## src/lpm_cfg.svh

```systemverilog
// constants of the low power mode controller: offsets, fields, reset values
// Operation
// - light sleep gates only the processor clock
// - any interrupt or wake event ends sleep
// - both select bits plus wait enter standby
// - standby cuts core power and fast oscillators
// - event lines, pin or watchdog leave standby
// - supply detector holds device in reset
// - voltage monitor edges interrupt once enabled
// - stop request becomes standby automatically
// - wake-up selects the internal fast oscillator
`ifndef LPM_CFG_SVH
`define LPM_CFG_SVH

// register byte offsets
`define LPM_OFF_CTRL      8'h00
`define LPM_OFF_STAT      8'h04
`define LPM_OFF_INT_STAT  8'h08
`define LPM_OFF_INT_CLR   8'h0c
`define LPM_OFF_INT_EN    8'h10
`define LPM_OFF_WAKE_MASK 8'h14

// control register fields
`define LPM_CTRL_W        8
`define LPM_CTRL_RST      8'h00
`define LPM_CTRL_PDN_DEEP 0
`define LPM_CTRL_DEEP     1
`define LPM_CTRL_MON_EN   2
`define LPM_CTRL_LVL_LO   3
`define LPM_CTRL_LVL_HI   5
`define LPM_CTRL_XFO_ON   6
`define LPM_CTRL_CLK_EXT  7

// interrupt status, clear and enable layout
`define LPM_INT_W         4
`define LPM_INT_RST       4'h0
`define LPM_INT_MON_FALL  0
`define LPM_INT_MON_RISE  1
`define LPM_INT_STBY_WAKE 2
`define LPM_INT_SLP_WAKE  3

// mode codes shown in the status register
`define LPM_MODE_RUN      2'h0
`define LPM_MODE_SLEEP    2'h1
`define LPM_MODE_STANDBY  2'h2

`endif

```

## src/lpm_pkg.sv

```systemverilog
// types of the low power mode controller
package lpm_pkg;
   // power mode of the device
   typedef enum logic [1:0] {
      LPM_RUN,
      LPM_SLEEP,
      LPM_STANDBY
   } lpm_mode_t;
endpackage

```

## src/lpm_sync_if.sv

```systemverilog
// synchronised asynchronous inputs handed from the sync bank to the controller
`timescale 1ns/1ps
`default_nettype none
interface lpm_sync_if #(parameter int EV_LINES = 18);
   logic [EV_LINES-1:0] ev;         // external event lines
   logic                vmon_below; // supply under monitor threshold
   logic                tmr;        // auto wakeup timer
   logic                ext_rst;    // external reset pin asserted
   logic                wdg_rst;    // watchdog reset
   logic                supply_low; // supply reset detector
   modport src (output ev, vmon_below, tmr, ext_rst, wdg_rst, supply_low);
   modport dst (input ev, vmon_below, tmr, ext_rst, wdg_rst, supply_low);
endinterface
`default_nettype wire

```

## src/lpm_sync.sv

```systemverilog
// two-flop synchroniser bank for every asynchronous input of the controller
`timescale 1ns/1ps
`default_nettype none
module lpm_sync #(
   parameter int EV_LINES = 18
) (
   input  wire logic                clk,
   input  wire logic                rst,
   input  wire logic [EV_LINES+4:0] raw,
   lpm_sync_if.src                  sif
);
   logic [EV_LINES+4:0] stage1_reg; // first stage, read only by stage two
   logic [EV_LINES+4:0] stage2_reg; // settled copy

   // both stages clear to idle under reset
   always_ff @(posedge clk or posedge rst) begin
      if (rst) begin
         stage1_reg <= '0;
         stage2_reg <= '0;
      end else begin
         stage1_reg <= raw;
         stage2_reg <= stage1_reg;
      end
   end

   // unpack the settled vector
   assign sif.ev         = stage2_reg[EV_LINES-1:0];
   assign sif.vmon_below = stage2_reg[EV_LINES];
   assign sif.tmr        = stage2_reg[EV_LINES+1];
   assign sif.ext_rst    = stage2_reg[EV_LINES+2];
   assign sif.wdg_rst    = stage2_reg[EV_LINES+3];
   assign sif.supply_low = stage2_reg[EV_LINES+4];
endmodule
`default_nettype wire

```

## src/lpm_ctrl.sv

```systemverilog
// low power mode controller: sleep and standby sequencing, supply reset, monitor
//
// The placing of the registers and register access over APB are this design's own decisions.
`timescale 1ns/1ps
`default_nettype none
`include "lpm_cfg.svh"
module lpm_ctrl
   import lpm_pkg::*;
#(
   parameter int EV_LINES = 18
) (
   input  wire logic                REF_CLK,
   input  wire logic                SYS_RST,
   input  wire logic                PSEL,
   input  wire logic                PENABLE,
   input  wire logic                PWRITE,
   input  wire logic [7:0]          PADDR,
   input  wire logic [31:0]         PWDATA,
   output var  logic [31:0]         PRDATA,
   output var  logic                PREADY,
   output var  logic                PSLVERR,
   input  wire logic                CPU_WFI,
   input  wire logic                CPU_WAIT_EV,
   input  wire logic                IRQ_PENDING,
   input  wire logic [EV_LINES-1:0] EV_LINES_IN,
   input  wire logic                VMON_BELOW,
   input  wire logic                TMR_WAKE,
   input  wire logic                EXT_RESET_PIN_N,
   input  wire logic                WDG_RESET,
   input  wire logic                SUPPLY_LOW,
   output var  logic                CPU_CLK_EN,
   output var  logic                PERIPH_CLK_EN,
   output var  logic                CORE_PWR_EN,
   output var  logic                IFO_EN,
   output var  logic                XFO_EN,
   output var  logic                SYSCLK_EXT,
   output var  logic                SYSTEM_RESET,
   output var  logic                VMON_ON,
   output var  logic [2:0]          VMON_LEVEL,
   output var  logic                IRQ
);
   localparam int MW = EV_LINES + 2; // wake mask: lines, monitor, timer

   ////////////////////////////////////////////////////////////////////////
   // synchronisers
   lpm_sync_if #(.EV_LINES(EV_LINES)) sif ();

   // every pin and foreign-clock input settles before use
   lpm_sync #(
      .EV_LINES (EV_LINES)
   ) lpm_sync_i (
      .clk (REF_CLK),
      .rst (SYS_RST),
      .raw ({SUPPLY_LOW, WDG_RESET, ~EXT_RESET_PIN_N, TMR_WAKE, VMON_BELOW, EV_LINES_IN}),
      .sif (sif.src)
   );

   ////////////////////////////////////////////////////////////////////////
   // state and registers
   lpm_mode_t                 state_reg;      // current power mode
   lpm_mode_t                 state_next;
   logic [`LPM_CTRL_W-1:0]    ctrl_reg;       // software control
   logic [`LPM_CTRL_W-1:0]    ctrl_next;
   logic [`LPM_INT_W-1:0]     int_stat_reg;   // sticky events
   logic [`LPM_INT_W-1:0]     int_stat_next;
   logic [`LPM_INT_W-1:0]     int_en_reg;     // interrupt enables
   logic [`LPM_INT_W-1:0]     int_en_next;
   logic [MW-1:0]             wake_mask_reg;  // standby wake sources
   logic [MW-1:0]             wake_mask_next;
   logic [EV_LINES-1:0]       ev_prev_reg;    // for edge detection
   logic                      tmr_prev_reg;
   logic                      mon_prev_reg;

   ////////////////////////////////////////////////////////////////////////
   // device reset sources
   wire dev_rst = sif.supply_low | sif.ext_rst | sif.wdg_rst;

   ////////////////////////////////////////////////////////////////////////
   // apb decode
   wire        setup     = PSEL & ~PENABLE;
   wire        wr_en     = PSEL & PENABLE & PREADY & PWRITE;
   wire        sel_ctrl  = PADDR == `LPM_OFF_CTRL;
   wire        sel_stat  = PADDR == `LPM_OFF_STAT;
   wire        sel_istat = PADDR == `LPM_OFF_INT_STAT;
   wire        sel_iclr  = PADDR == `LPM_OFF_INT_CLR;
   wire        sel_ien   = PADDR == `LPM_OFF_INT_EN;
   wire        sel_wmask = PADDR == `LPM_OFF_WAKE_MASK;
   wire        unmapped  = ~(sel_ctrl | sel_stat | sel_istat | sel_iclr | sel_ien | sel_wmask);

   // mode code for the status register
   wire [1:0]  mode_code = (state_reg == LPM_RUN)   ? `LPM_MODE_RUN   :
                           (state_reg == LPM_SLEEP) ? `LPM_MODE_SLEEP : `LPM_MODE_STANDBY;
   wire [31:0] stat_word = {25'h0, SYSTEM_RESET, SYSCLK_EXT, XFO_EN, IFO_EN, sif.vmon_below, mode_code};

   // read mux; the clear register reads as zero
   wire [31:0] rd_mux = sel_ctrl  ? {{(32-`LPM_CTRL_W){1'b0}}, ctrl_reg}    :
                        sel_stat  ? stat_word                              :
                        sel_istat ? {{(32-`LPM_INT_W){1'b0}}, int_stat_reg} :
                        sel_ien   ? {{(32-`LPM_INT_W){1'b0}}, int_en_reg}   :
                        sel_wmask ? {{(32-MW){1'b0}}, wake_mask_reg}        : 32'h0;

   ////////////////////////////////////////////////////////////////////////
   // voltage monitor and wake events
   wire mon_en   = ctrl_reg[`LPM_CTRL_MON_EN];
   // dormant until enabled, so no stale edge fires at switch-on
   wire mon_fall = mon_en & sif.vmon_below & ~mon_prev_reg;
   wire mon_rise = mon_en & ~sif.vmon_below & mon_prev_reg;
   wire [EV_LINES-1:0] ev_edge = sif.ev & ~ev_prev_reg;
   wire tmr_edge = sif.tmr & ~tmr_prev_reg;

   // any unmasked line, monitor edge or timer tick ends standby
   wire stby_wake = |(ev_edge & wake_mask_reg[EV_LINES-1:0])
                  | ((mon_fall | mon_rise) & wake_mask_reg[EV_LINES])
                  | (tmr_edge & wake_mask_reg[EV_LINES+1]);
   // sleep also ends on any interrupt of the core
   wire slp_wake  = IRQ_PENDING | stby_wake;
   wire wait_req  = CPU_WFI | CPU_WAIT_EV;
   wire deep_sel  = ctrl_reg[`LPM_CTRL_DEEP];

   ////////////////////////////////////////////////////////////////////////
   // mode sequencer
   always_comb begin
      state_next = state_reg;
      case (state_reg)
         LPM_RUN: begin
            if (wait_req) begin
               // deep select with or without power-down select ends in standby
               if (deep_sel) state_next = LPM_STANDBY;
               else state_next = LPM_SLEEP;
            end
         end
         LPM_SLEEP: begin
            if (slp_wake) state_next = LPM_RUN;
         end
         LPM_STANDBY: begin
            if (stby_wake) state_next = LPM_RUN;
         end
         default: state_next = LPM_RUN;
      endcase
      // a device reset always returns to run
      if (dev_rst) state_next = LPM_RUN;
   end

   wire waking = (state_reg != LPM_RUN) & (state_next == LPM_RUN);

   ////////////////////////////////////////////////////////////////////////
   // register next values
   always_comb begin
      ctrl_next = ctrl_reg;
      if (wr_en & sel_ctrl) ctrl_next = PWDATA[`LPM_CTRL_W-1:0];
      // hardware wins over a write here: the clock must be safe after wake
      if (waking) ctrl_next[`LPM_CTRL_CLK_EXT] = 1'b0;
      if (dev_rst) ctrl_next = `LPM_CTRL_RST;
   end

   // sticky status: a set in the clearing cycle survives
   always_comb begin
      int_stat_next = int_stat_reg;
      if (wr_en & sel_iclr) int_stat_next = int_stat_reg & ~PWDATA[`LPM_INT_W-1:0];
      if (mon_fall) int_stat_next[`LPM_INT_MON_FALL] = 1'b1;
      if (mon_rise) int_stat_next[`LPM_INT_MON_RISE] = 1'b1;
      if (waking & (state_reg == LPM_STANDBY)) int_stat_next[`LPM_INT_STBY_WAKE] = 1'b1;
      if (waking & (state_reg == LPM_SLEEP)) int_stat_next[`LPM_INT_SLP_WAKE] = 1'b1;
      if (dev_rst) int_stat_next = `LPM_INT_RST;
   end

   assign int_en_next    = dev_rst ? `LPM_INT_RST :
                           (wr_en & sel_ien) ? PWDATA[`LPM_INT_W-1:0] : int_en_reg;
   assign wake_mask_next = dev_rst ? {MW{1'b1}} :
                           (wr_en & sel_wmask) ? PWDATA[MW-1:0] : wake_mask_reg;

   ////////////////////////////////////////////////////////////////////////
   // state flops
   always_ff @(posedge REF_CLK or posedge SYS_RST) begin
      if (SYS_RST) begin
         state_reg     <= LPM_RUN;
         ctrl_reg      <= `LPM_CTRL_RST;
         int_stat_reg  <= `LPM_INT_RST;
         int_en_reg    <= `LPM_INT_RST;
         wake_mask_reg <= {MW{1'b1}};
      end else begin
         state_reg     <= state_next;
         ctrl_reg      <= ctrl_next;
         int_stat_reg  <= int_stat_next;
         int_en_reg    <= int_en_next;
         wake_mask_reg <= wake_mask_next;
      end
   end

   // edge history; monitor history tracks the input while disabled
   always_ff @(posedge REF_CLK or posedge SYS_RST) begin
      if (SYS_RST) begin
         ev_prev_reg  <= '0;
         tmr_prev_reg <= 1'b0;
         mon_prev_reg <= 1'b0;
      end else begin
         ev_prev_reg  <= sif.ev;
         tmr_prev_reg <= sif.tmr;
         mon_prev_reg <= sif.vmon_below;
      end
   end

   ////////////////////////////////////////////////////////////////////////
   // power and clock outputs, registered from next state
   wire run_n  = state_next == LPM_RUN;
   wire stby_n = state_next == LPM_STANDBY;

   always_ff @(posedge REF_CLK or posedge SYS_RST) begin
      if (SYS_RST) begin
         CPU_CLK_EN    <= 1'b1;
         PERIPH_CLK_EN <= 1'b1;
         CORE_PWR_EN   <= 1'b1;
         IFO_EN        <= 1'b1;
         XFO_EN        <= 1'b0;
         SYSCLK_EXT    <= 1'b0;
         SYSTEM_RESET  <= 1'b1;
         VMON_ON       <= 1'b0;
         VMON_LEVEL    <= 3'h0;
      end else begin
         CPU_CLK_EN    <= run_n;
         PERIPH_CLK_EN <= ~stby_n;
         CORE_PWR_EN   <= ~stby_n;
         IFO_EN        <= ~stby_n;
         XFO_EN        <= ~stby_n & ctrl_next[`LPM_CTRL_XFO_ON];
         SYSCLK_EXT    <= ~stby_n & ctrl_next[`LPM_CTRL_XFO_ON]
                          & ctrl_next[`LPM_CTRL_CLK_EXT];
         SYSTEM_RESET  <= dev_rst;
         VMON_ON       <= ctrl_next[`LPM_CTRL_MON_EN];
         VMON_LEVEL    <= ctrl_next[`LPM_CTRL_LVL_HI:`LPM_CTRL_LVL_LO];
      end
   end

   ////////////////////////////////////////////////////////////////////////
   // apb answer and interrupt output
   // zero wait states: ready is raised for the access phase only
   always_ff @(posedge REF_CLK or posedge SYS_RST) begin
      if (SYS_RST) begin
         PREADY  <= 1'b0;
         PSLVERR <= 1'b0;
         PRDATA  <= 32'h0;
         IRQ     <= 1'b0;
      end else begin
         PREADY  <= setup;
         PSLVERR <= setup & unmapped;
         PRDATA  <= (setup & ~PWRITE) ? rd_mux : 32'h0;
         IRQ     <= |(int_stat_reg & int_en_reg);
      end
   end
endmodule
`default_nettype wire

```

## config.mk

```make
export PLATFORM = sky130hd
export DESIGN_NAME = lpm_ctrl
export DESIGN_NICKNAME = d
export VERILOG_FILES = /design/src/lpm_pkg.sv /design/src/lpm_sync_if.sv /design/src/lpm_sync.sv /design/src/lpm_ctrl.sv
export VERILOG_INCLUDE_DIRS = /design/src
export SDC_FILE = /design/constraint.sdc
export NUM_CORES = 1
export LEC_CHECK = 0
export BUFFER_PORTS_ARGS = -buffer_cell sky130_fd_sc_hd__buf_2
export CAP_MARGIN = 20
export CORE_MARGIN = 8
export CORE_UTILIZATION = 53
export CTS_CLUSTER_SIZE = 28
export DETAILED_ROUTE_END_ITERATION = 10
export GPL_TIMING_DRIVEN = 0
export HOLD_SLACK_MARGIN = 0.1
export PLACE_DENSITY = 0.79
export SETUP_SLACK_MARGIN = 0.3
export SYNTH_ARGS = -nofsm -noshare
export SYNTH_HDL_FRONTEND = slang
export SYNTH_SLANG_ARGS = --single-unit
export TNS_END_PERCENT = 20
```

## constraint.sdc

```tcl
create_clock -name REF_CLK -period 4.35 [get_ports REF_CLK]
set_input_delay 0.2175 -clock REF_CLK [delete_from_list [all_inputs] [get_ports REF_CLK]]
set_output_delay 0.2175 -clock REF_CLK [all_outputs]
set_load 0.005 [all_outputs]
```

==> results.md, run 1 <==
- Placed inst area: approximately 5500 sq um
- Leak Pwr: around 3.3 nW
- Root buf cell: clkbuf_8
- Grt total ovfl: 0
- Cell count after synthesis: ~400
- Final Hold Vio Count: 0
- Placed Cells: ~600
- Number of cells on the worst reg-to-reg path: 6
- Drt first pass iters: 5
- Via count: between 3k and 4k
- Initial antenna violation count: 0
- Status: completed
- Slew Limit Fails: 0
- H-tree levels: 4
- Rows: 35
- Number of buffers inserted by port buffering: 90
- Die width: 112 um
- Endpoints failing setup: 0
- Longest Clk Path Bufs: 2
- Post-synthesis sequential element count: between 100 and 150
- Final TNS setup: 0 ns
- Crit path kind: reg2reg
- Synth cell types: between 40 and 50
- Die H: 112 um
- Final setup margin: between 1.5 and 2 ns
- Io pins: ~120
- Dpl ws: ~1.9 ns
- Hold EP: PSLVERR$_DFF_PP0_
- Largest net degree at the start of global routing: 80
- Critical path launch point type: flip-flop
- CP Max Fanout: 7
- Worst flop-to-flop path startpoint: lpm_sync_i.stage2_reg[20]$_DFF_PP0_
- Post-DP HPWL: just under 8000 um
- Minimum clock period after layout: about 2.6 ns
- Sequential share of the synthesized area: just under 70%
- Fill cells: a little under 600
- Hold crit path type: in2reg
- Hold Path Stages: 4
- WL final: between 10000 and 15000 um
- GRT Util Overall: roughly 20%
- Core area: 9060 sq um
- Share of cells above drive strength 1: a little under a third
- Drt first-iter violations: 225
- Clock tree from TritonCTS: done
- Slew @ Worst Pin: between 0.6 and 0.7 ns
- Clock sinks: 132
- Diode count: 0
- Ys flop type: dfrtp_1
- Die area: between 10000 and 15000 sq um
- Maximum VDD drop: 0.437 mV
- Starting Density: about 54%
- Clock latency on the worst-skew pair: just over 0.5 ns
- GPL Wtd Cong: between 0.8 and 0.9
- Mapped cell area: about 4900 sq um
- Max-cap violations: 0
- Relative slew margins: 54.8%
- Final Instance Area: between 6000 and 7000 sq um
- Worst r2r dst: SYSCLK_EXT$_DFF_PP0_
- Hold Slack: 0.131 ns
- Setup crit end kind: flip-flop
- Fmax: ~0.38 GHz
- Power per Cell Area: 414 nW/um^2
- Synth-to-Final Area Change: 34.8%
- Hold Path Origin: PADDR[6]
- Number of synthesis warnings: 0
- Post-synth ARST share: 100%
- Number of remaining DRC errors: 0
- Final core occ: between 70% and 80%
- Vias per cell: between 5 and 6
- Avg WL per Cell: approximately 17 um
- Total Power: about 2.7 mW
- Post-route ant nets: 0
- RSZ-0062 raised after global routing: false
- Worst Skew: 0.00756 ns
- Reg-to-reg slack, setup: 1.72 ns
- Clock transition at path regs: roughly 0.060 ns
- Global-route wire length before repair: between 15000 and 20000 um
- Mean Syn Cell Area: 12.0 sq um
- Number of flops mapped to enable cells by yosys: 0
- Nets: ~650
- Via count of the first global-routing pass: around 3.8k
- Finished Layout Cells: ~700
- Period utilization: just over 60%
- Critical Path RT: approximately 4.7 ns
- Worst Path Arrival: 3.00 ns
- Num CTS Buffers: 17
==> repair_timing <==
action	CTS	global route
resized for setup	0	0
hold buffers	49	0
hold endpoints to repair	123	0
setup buffers	0	0
setup endpoints to repair	0	0
==> where the power goes <==
| part | switching (mW) | total [mW] | internal [mW] |
|---|---|---|---|
| Clock | 0.559 | 1.29 | 0.728 |
| Sequential | 0.0134 | 1.28 | 1.26 |
| Combinational | 0.0759 | 0.152 | 0.0766 |
==> cells in the final DEF, fill, tap and decap left out, drive strengths merged, types with 2 or more instances in the layout <==
| cell type | netlist | layout |
|---|---|---|
| a21oi | 13 | 13 |
| a22oi | 5 | 5 |
| a311oi | 2 | 2 |
| and2 | 12 | 12 |
| buf | 20 | 111 |
| clkbuf | 11 | 29 |
| clkinv | 0 | 2 |
| clkinvlp | 0 | 5 |
| conb | 1 | 12 |
| dfrtp | 109 | 109 |
| dfstp | 23 | 23 |
| dlygate4sd3 | 0 | 49 |
| inv | 10 | 17 |
| mux2 | 4 | 4 |
| mux2i | 13 | 13 |
| nand2 | 67 | 67 |
| nand2b | 9 | 9 |
| nand3 | 23 | 23 |
| nand3b | 11 | 11 |
| nand4 | 2 | 2 |
| nor2 | 33 | 33 |
| nor2b | 4 | 4 |
| nor3 | 2 | 2 |
| nor4 | 3 | 3 |
| o21ai | 9 | 9 |
| o221ai | 2 | 2 |
| o31a | 2 | 2 |
| or4 | 2 | 2 |
==> kinds of logic after synthesis <==
group,after synthesis,share of synthesized area (%)
AO/OA/AOI/OAI,39,5.09
XOR/XNOR,1,0.180
buffers and inverters,41,4.52
flip-flops,132,68.4
multiplexers,18,4.06
other,1,0.0770
AND/OR/NAND/NOR,173,17.7
==> worst max-delay path: stages (launching register included) <==
cell	delay (ns)
dfrtp_1	0.38
nor3_2	0.54
o21ai_0	0.22
a311oi_1	0.31
nand2_1	0.24
o31ai_1	0.65
nor4_1	0.13
==> routing by layer <==
layer | part of all wire, % | vias up | track usage (%)
met5 | 0 | - | 0
met4 | 0.93 | 0 | 5.65
met3 | 6.6 | 16 | 7.36
met2 | 50 | 125 | 32.6
met1 | 42 | 1724 | 24.4
li1 | - | 1663 | -
==> synthesized netlist by cell type, types with 2 or more instances <==
| cell type | instances | area (sq um) |
|---|---|---|
| a21oi_1 | 13 | 65.1 |
| a22oi_1 | 5 | 37.5 |
| a311oi_1 | 2 | 17.5 |
| and2_1 | 12 | 75.1 |
| buf_2 | 2 | 10.0 |
| buf_4 | 17 | 128 |
| clkbuf_1 | 11 | 41.3 |
| dfrtp_1 | 109 | 2730 |
| dfstp_2 | 23 | 604 |
| inv_1 | 10 | 37.5 |
| mux2_2 | 4 | 45.0 |
| mux2i_1 | 13 | 130 |
| nand2_1 | 66 | 248 |
| nand2b_1 | 9 | 56.3 |
| nand3_1 | 22 | 110 |
| nand3b_1 | 11 | 82.6 |
| nand4_1 | 2 | 12.5 |
| nor2_1 | 33 | 124 |
| nor2b_1 | 4 | 25.0 |
| nor4_1 | 3 | 18.8 |
| o21ai_0 | 9 | 45.0 |
| o221ai_1 | 2 | 17.5 |
| o31a_1 | 2 | 17.5 |
==> worst max-delay path by stage <==
stage	from	to	slack [ns]	depth (start not counted)
after floorplan	SYS_RST	IRQ$_DFF_PP0_	0.64	1
after global placement	SYS_RST	ev_prev_reg[7]$_DFF_PP0_	-0.48	2
after detailed placement	lpm_sync_i.stage2_reg[20]$_DFF_PP0_	SYSCLK_EXT$_DFF_PP0_	1.87	6
after CTS	lpm_sync_i.stage2_reg[20]$_DFF_PP0_	SYSCLK_EXT$_DFF_PP0_	1.73	6
after global routing	lpm_sync_i.stage2_reg[20]$_DFF_PP0_	SYSCLK_EXT$_DFF_PP0_	1.54	6
final	lpm_sync_i.stage2_reg[20]$_DFF_PP0_	SYSCLK_EXT$_DFF_PP0_	1.72	6
==> area by class of cell <==
cell class	instances	area (sq um)	area share (%)
inverter	10	42.5	0.648
buffer	31	183	2.78
tap	111	139	2.12
clock buffer	18	428	6.52
clock inverter	14	115	1.75
sequential	132	3330	50.7
timing repair buffer	140	968	14.7
multi-input combinational	243	1360	20.7
No activity file was read; power rests on OpenSTA's default activity.
==> run 2: changes to the inputs <==
--- a/config.mk
+++ b/config.mk
@@ -6,15 +6,16 @@
 export SDC_FILE = /design/constraint.sdc
 export NUM_CORES = 1
 export LEC_CHECK = 0
+export ABC_AREA = 1
 export BUFFER_PORTS_ARGS = -buffer_cell sky130_fd_sc_hd__buf_2
 export CAP_MARGIN = 20
 export CORE_MARGIN = 8
-export CORE_UTILIZATION = 53
+export CORE_UTILIZATION = 48
 export CTS_CLUSTER_SIZE = 28
 export DETAILED_ROUTE_END_ITERATION = 10
 export GPL_TIMING_DRIVEN = 0
 export HOLD_SLACK_MARGIN = 0.1
-export PLACE_DENSITY = 0.79
+export PLACE_DENSITY = 0.76
 export SETUP_SLACK_MARGIN = 0.3
 export SYNTH_ARGS = -nofsm -noshare
 export SYNTH_HDL_FRONTEND = slang
==> constraint.sdc (replaced) <==
create_clock -name REF_CLK -period 2.3 [get_ports REF_CLK]
set_input_delay 0.115 -clock REF_CLK [delete_from_list [all_inputs] [get_ports REF_CLK]]
set_output_delay 0.115 -clock REF_CLK [all_outputs]
set_load 0.005 [all_outputs]
==> run 2 against run 1 <==
Non-clock buffer count rose by 1. Sequential power rose by 92%. Worst hold slack improved by 0.00052 ns. Combinational power rose by 120%. Die area rose by 9.6%. Clock power rose by 120%. Synthesized cell count rose by 13%. Routed wire length rose by 1.2%. First-iteration DRC count rose by 20%. Register-to-register slack got worse by 1.3 ns. Clock skew rose by 0.0027 ns. Clock-buffer cell count rose by 1. Critical path type is now in2reg. Largest cell class unchanged. Highest routed layer unchanged.
==> results.md, run 2 <==
- Status: completed
- Switching Fraction: between 20% and 30%
- Drt first-iter violations: 270
- Endpoints failing setup: 0
- Power per Cell Area: between 800 and 900 nW/um^2
- Clock transition at path regs: ~0.060 ns
- Clock sinks: 132
- Commonest non-fill, non-tap cells in the layout: dfrtp_1, buf_2, inv_1, nand2_1, dlygate4sd3_1
- Final core occ: approximately two thirds
- Mean Syn Cell Area: 10.7 sq um
- Setup Fix Bufs, Post-CTS: 0
- Core area: 10100 sq um
- Initial antenna violation count: 1
- Cell count after synthesis: 459
- Most frequent cell after synthesis: dfrtp_1
- Grt total ovfl: 0
- Maximum VDD drop: roughly 0.55 mV
- Root buf cell: clkbuf_8
- Clock share of power: between 50% and 60%
- Share of cells above drive strength 1: between 20% and 30%
- Drt first pass iters: 5
- Critical Path RT: 2.70 ns
- Finished Layout Cells: between 700 and 800
- Post_cts resized: 0
- Fmax: between 0.5 and 0.6 GHz
- Period utilization: roughly four fifths
- Vias per cell: 4.90
- Largest net degree at the start of global routing: 47
- Crit path kind: in2reg
- Most common cell after layout, fill and taps aside: dfrtp_1
- Sequential share of the synthesized area: 67.9%
- Mapped cell area: a little under 5000 sq um
- Top cells by count, synth: dfrtp_1, inv_1, nand2_1
- Longest Clk Path Bufs: 2
- Slew @ Worst Pin: roughly 0.91 ns
- Starting Density: between 40% and 50%
- Number of synthesis warnings: 0
- Via count of the first global-routing pass: 3949
- WL final: 12200 um
- Post-synth ARST share: 100%
- Via count: roughly 3.8k
- Number of buffers inserted by port buffering: about 90
- CP Max Fanout: 10
- Gate power share: slightly below 6%
- Number of flops mapped to enable cells by yosys: 0
- Post-route ant nets: 0
- Power Internal: roughly 4.4 mW
- Final TNS setup: 0 ns
- Post-synth top area share: between 50% and 60%
- Nets: 705
- Worst Path Arrival: about 2.3 ns
- Setup crit end kind: flip-flop
- H-tree levels: 4
- Placed Cells: 700
- Max-cap violations: 0
- Relative slew margins: between 30% and 40%
- Hold Slack: about 0.13 ns
- Top sig layer: met4
- Leak Pwr: between 3 and 4 nW
- Synth cell types: 30
- Critical path launch point type: primary input
- Io pins: ~120
- Total Power: 5.65 mW
- Leading area contributor after synthesis: dfrtp_1
- Slew Limit Fails: 0
- GPL Wtd Cong: roughly 0.88
- Minimum clock period after layout: ~1.8 ns
- Routed wl met3: around 890 um
- Die area: about 14000 sq um
- Number of remaining DRC errors: 0
- Ys flop type: dfrtp_1
- Worst Skew: 0.0103 ns
- Post-DP HPWL: approximately 8000 um
- Clock latency on the worst-skew pair: around 0.53 ns
- Cts hold-fix bufs: 51
- Rows: 37
- Clock tree from TritonCTS: done
- GRT Util Overall: between 10% and 20%
- RSZ-0062 raised after global routing: false
- Hold crit path type: in2reg
- Global-route wire length before repair: approximately 20000 um
- Die H: approximately 120 um
- Num CTS Buffers: 17
- Avg WL per Cell: around 16 um
- Wire length on met2: about 6000 um
- Post-synthesis sequential element count: roughly 130
- Final Hold Vio Count: 0
- Sequential power share: 43.6%
- Die width: 117 um
- Synth top area cells: dfrtp_1, dfstp_2, inv_1
- M1 WL: between 4000 and 5000 um
- Synth-to-Final Area Change: 37.9%
- Psw: between 1 and 1.5 mW
## run 2: cell families after synthesis
family | count (synthesis) | synth area share, %
buf+inv | 89 | 8.49
flops | 132 | 67.9
compound gates | 80 | 8.62
simple gates | 157 | 14.9
other cells | 1 | 0.0764
## run 2: worst max-delay path: stages
cell	delay, ns
dlygate4sd3_1	0.53
buf_2	0.13
nor2_1	0.13
inv_1	0.05
nor2_1	0.46
nand3_1	0.28
buf_4	0.26
nor3_1	0.30
## run 2: path summary, 6_finish.rpt
kind                                                startpoint                                   to  slack (ns)  depth (start not counted)
max                                                    PENABLE                 PRDATA[12]$_DFF_PP0_        0.45                          8
min                                                    CPU_WFI                     IFO_EN$_DFF_PP1_        0.13                          6
max reg2reg                lpm_sync_i.stage2_reg[21]$_DFF_PP0_            int_en_reg[0]$_DFFE_PP0P_        0.46                          4
min reg2reg                lpm_sync_i.stage1_reg[12]$_DFF_PP0_  lpm_sync_i.stage2_reg[12]$_DFF_PP0_        0.34                          0
max in group asynchronous                              SYS_RST         wake_mask_reg[1]$_DFFE_PP1P_        1.20                          4
min in group asynchronous                              SYS_RST  lpm_sync_i.stage2_reg[12]$_DFF_PP0_        0.33                          3
## run 2: area by class of cell
cell class,instances,area [sq um]
Tap cell,136,170
Antenna cell,1,2.50
Clock inverter,13,209
Clock buffer,19,422
Buffer,27,184
Timing Repair Buffer,145,1010
Fill cell,695,3370
Inverter,62,236
Multi-Input combinational cell,249,1200
Sequential cell,132,3330
## run 2: routing by layer
metal | up-vias | global-route usage, %
li1 | 1816 | -
met1 | 1832 | 22.2
met2 | 165 | 31.8
met3 | 31 | 5.28
met4 | 0 | 11.1
met5 | - | 0
## run 2: through the flow
stage               setup WS [ns]  cell area, sq um
floorplan                   0.567              4950
global placement           -0.101              5580
detailed placement          0.473              5620
CTS                         0.464              6770
global route                0.318              6770
finish                      0.452              6770
## run 2: power groups by stage
stage	Clock [mW]	Combinational [mW]	Sequential, mW
after global placement	0	0.245	2.50
after CTS	2.88	0.327	2.46
after global routing	3.00	0.371	2.47
after detailed placement	0	0.259	2.50
final	2.85	0.331	2.46
after floorplan	0	0.151	2.49
==> run 3: changes to the inputs <==
==> constraint.sdc (replaced) <==
create_clock -name REF_CLK -period 1.6 [get_ports REF_CLK]
set_input_delay 0.08 -clock REF_CLK [delete_from_list [all_inputs] [get_ports REF_CLK]]
set_output_delay 0.08 -clock REF_CLK [all_outputs]
set_load 0.005 [all_outputs]
==> run 3 against run 2 <==
Combinational power increased by 76%. Flip-flop and latch count is the same. Highest routed layer unchanged. Critical path depth shrank 2.
==> results.md, run 3 (same netlist as run 2, synthesis figures left out) <==
- Status: completed
- Setup crit end kind: flip-flop
- Post-DP HPWL: 8070 um
- Max-cap violations: 0
- Worst flop-to-flop path startpoint: lpm_sync_i.stage2_reg[21]$_DFF_PP0_
- H-tree levels: 4
- Critical Path RT: ~2.0 ns
- CP top delay family: compound AO/OA/AOI/OAI gates
- Psw: roughly 1.8 mW
- CP peak stage delay: slightly below 0.4 ns
- Sequential power share: 43.0%
- CP Buf/Inv Count: 3
- Commonest non-fill, non-tap cells in the layout: dfrtp_1, buf_2, inv_1
- Hold crit path type: in2reg
- Hold Path Origin: PADDR[3]
- Via count: 4249
- Starting Density: 48.4%
- Grt total ovfl: 0
- Leak Pwr: 3.68 nW
- Hold Path Stages: 5
- Avg WL per Cell: 17.4 um
- Largest net degree at the start of global routing: 47
- Nets: 727
- Slowest stage cell, crit path: dfrtp_1
- Clock sinks: ~130
- Critical path launch point type: flip-flop
- Drt first-iter violations: roughly 320
- Cell Chain, Critical Path: nor3_4, buf_6, inv_4, clkbuf_8, o21ai_0, o21ai_0
- Die width: 117 um
- CP Max Fanout: 10
- Clock transition at path regs: 0.06 ns
- Crit path kind: reg2reg
- RSZ-0062 raised after global routing: true
- Longest Clk Path Bufs: 2
- Post-route ant nets: 0
- Worst Skew: 0.00700 ns
- Root buf cell: clkbuf_8
- Period utilization: between 90% and 100%
- Relative slew margins: approximately 37%
- Core area: 10100 sq um
- Placed inst area: roughly 5600 sq um
- GPL Wtd Cong: roughly 0.88
- Worst r2r dst: wake_mask_reg[9]$_DFFE_PP1P_
- Vias per cell: about 5.3
- Switching Fraction: 21.9%
- Io pins: about 120
- Hold EP: PRDATA[5]$_DFF_PP0_
- Rows: 37
- Most common cell after layout, fill and taps aside: dfrtp_1
- Share of cells above drive strength 1: between 30% and 40%
- Worst path depth: 6
- Drt first pass iters: 5
- Gate power share: a little over 7%
- Die area: 13700 sq um
- Power per Cell Area: about 1100 nW/um^2
- Final Hold Vio Count: 0
- Fill cells: approximately 620
- Crit path top cell by count: o21ai_0
- Slew @ Worst Pin: approximately 0.94 ns
- Fmax: roughly 0.64 GHz
- Slew Limit Fails: 0
- Maximum VDD drop: about 0.84 mV
- Power Internal: 6.44 mW
- Global-route wire length before repair: between 20000 and 25000 um
- Num CTS Buffers: 17
- Diode count: 0
- Clock share of power: roughly 50%
- Minimum clock period after layout: roughly 1.6 ns
- Via count of the first global-routing pass: between 4k and 5k
- Number of cells on the worst reg-to-reg path: 6
- Number of remaining DRC errors: 0
- Final Instance Area: 7230 sq um
- Endpoints failing setup: 0
- Total Power: 8.25 mW
- Number of buffers inserted by port buffering: 92
- Die H: 117 um
- Initial antenna violation count: 0
- Clock tree from TritonCTS: done
- GRT Util Overall: between 20% and 30%
- Synth-to-Final Area Change: 47.4%
- WL final: 14000 um
- Reg-to-reg slack, setup: between 0.02 and 0.03 ns
- Worst Path Arrival: approximately 2.0 ns
- Clock latency on the worst-skew pair: around 0.53 ns
## run 3: area by class of cell
type	count	area, sq um	area share [%]
Sequential cell	132	3330	46.1
Multi-Input combinational cell	249	1420	19.6
Timing Repair Buffer	167	1220	16.9
Clock buffer	19	422	5.83
Inverter	62	239	3.30
Buffer	27	219	3.03
Clock inverter	13	209	2.89
Tap cell	136	170	2.35
## run 3: per-layer routing
metal	vias up	GRT usage (%)	part of all wire, %
li1	1855	-	-
met1	2059	24.4	38
met2	274	34.0	49
met3	61	6.11	9.3
met4	0	12.0	4.3
met5	-	0	0
## run 3: worst max path at each step
stage	start	endpoint
after floorplan	SYS_RST	IRQ$_DFF_PP0_
after global placement	SYS_RST	ctrl_reg[0]$_DFFE_PP0P_
after detailed placement	lpm_sync_i.stage2_reg[21]$_DFF_PP0_	int_en_reg[0]$_DFFE_PP0P_
after CTS	wake_mask_reg[0]$_DFFE_PP1P_	int_stat_reg[2]$_DFFE_PP0P_
after global routing	lpm_sync_i.stage2_reg[0]$_DFF_PP0_	int_stat_reg[3]$_DFFE_PP0P_
final	lpm_sync_i.stage2_reg[21]$_DFF_PP0_	wake_mask_reg[9]$_DFFE_PP1P_
## run 3: power groups by stage
stage	clock network [mW]	registers, mW	logic (mW)
floorplan	0	3.58	0.217
global placement	0	3.59	0.353
detailed placement	0	3.60	0.373
CTS	4.14	3.54	0.526
global route	4.34	3.55	0.635
finish	4.12	3.55	0.584
## run 3: metrics by stage
step / worst slack [ns] / std cells / hold WS [ns] / setup TNS [ns] / utilization (%)
after floorplan: -0.0984 / 470 / 0.111 / -10.73 / -
after global placement: -0.766 / 698 / 0.188 / -89.59 / 55.1
after detailed placement: -0.227 / 700 / 0.189 / -2.45 / 55.5
after CTS: 0.137 / 802 / 0.0397 / 0 / 69.7
after global routing: -0.0330 / 805 / 0.0871 / -0.0591 / 71.3
final: 0.0259 / 805 / 0.0745 / 0 / 71.3
## run 3: repair_timing
action | 4_1_cts | 5_1_grt
cloned | 2 | 0
gates resized for setup | 44 | 43
buffers inserted | 16 | 2
hold buffers | 52 | 1
pin swaps | 10 | 10
setup endpoints to repair | 45 | 61
hold endpoints to repair | 109 | 2
## run 3: worst min-delay path, stage by stage
cell      delay, ns
buf_2          0.11
nor2_2         0.10
nand2_4        0.14
o211ai_1       0.09
inv_1          0.05
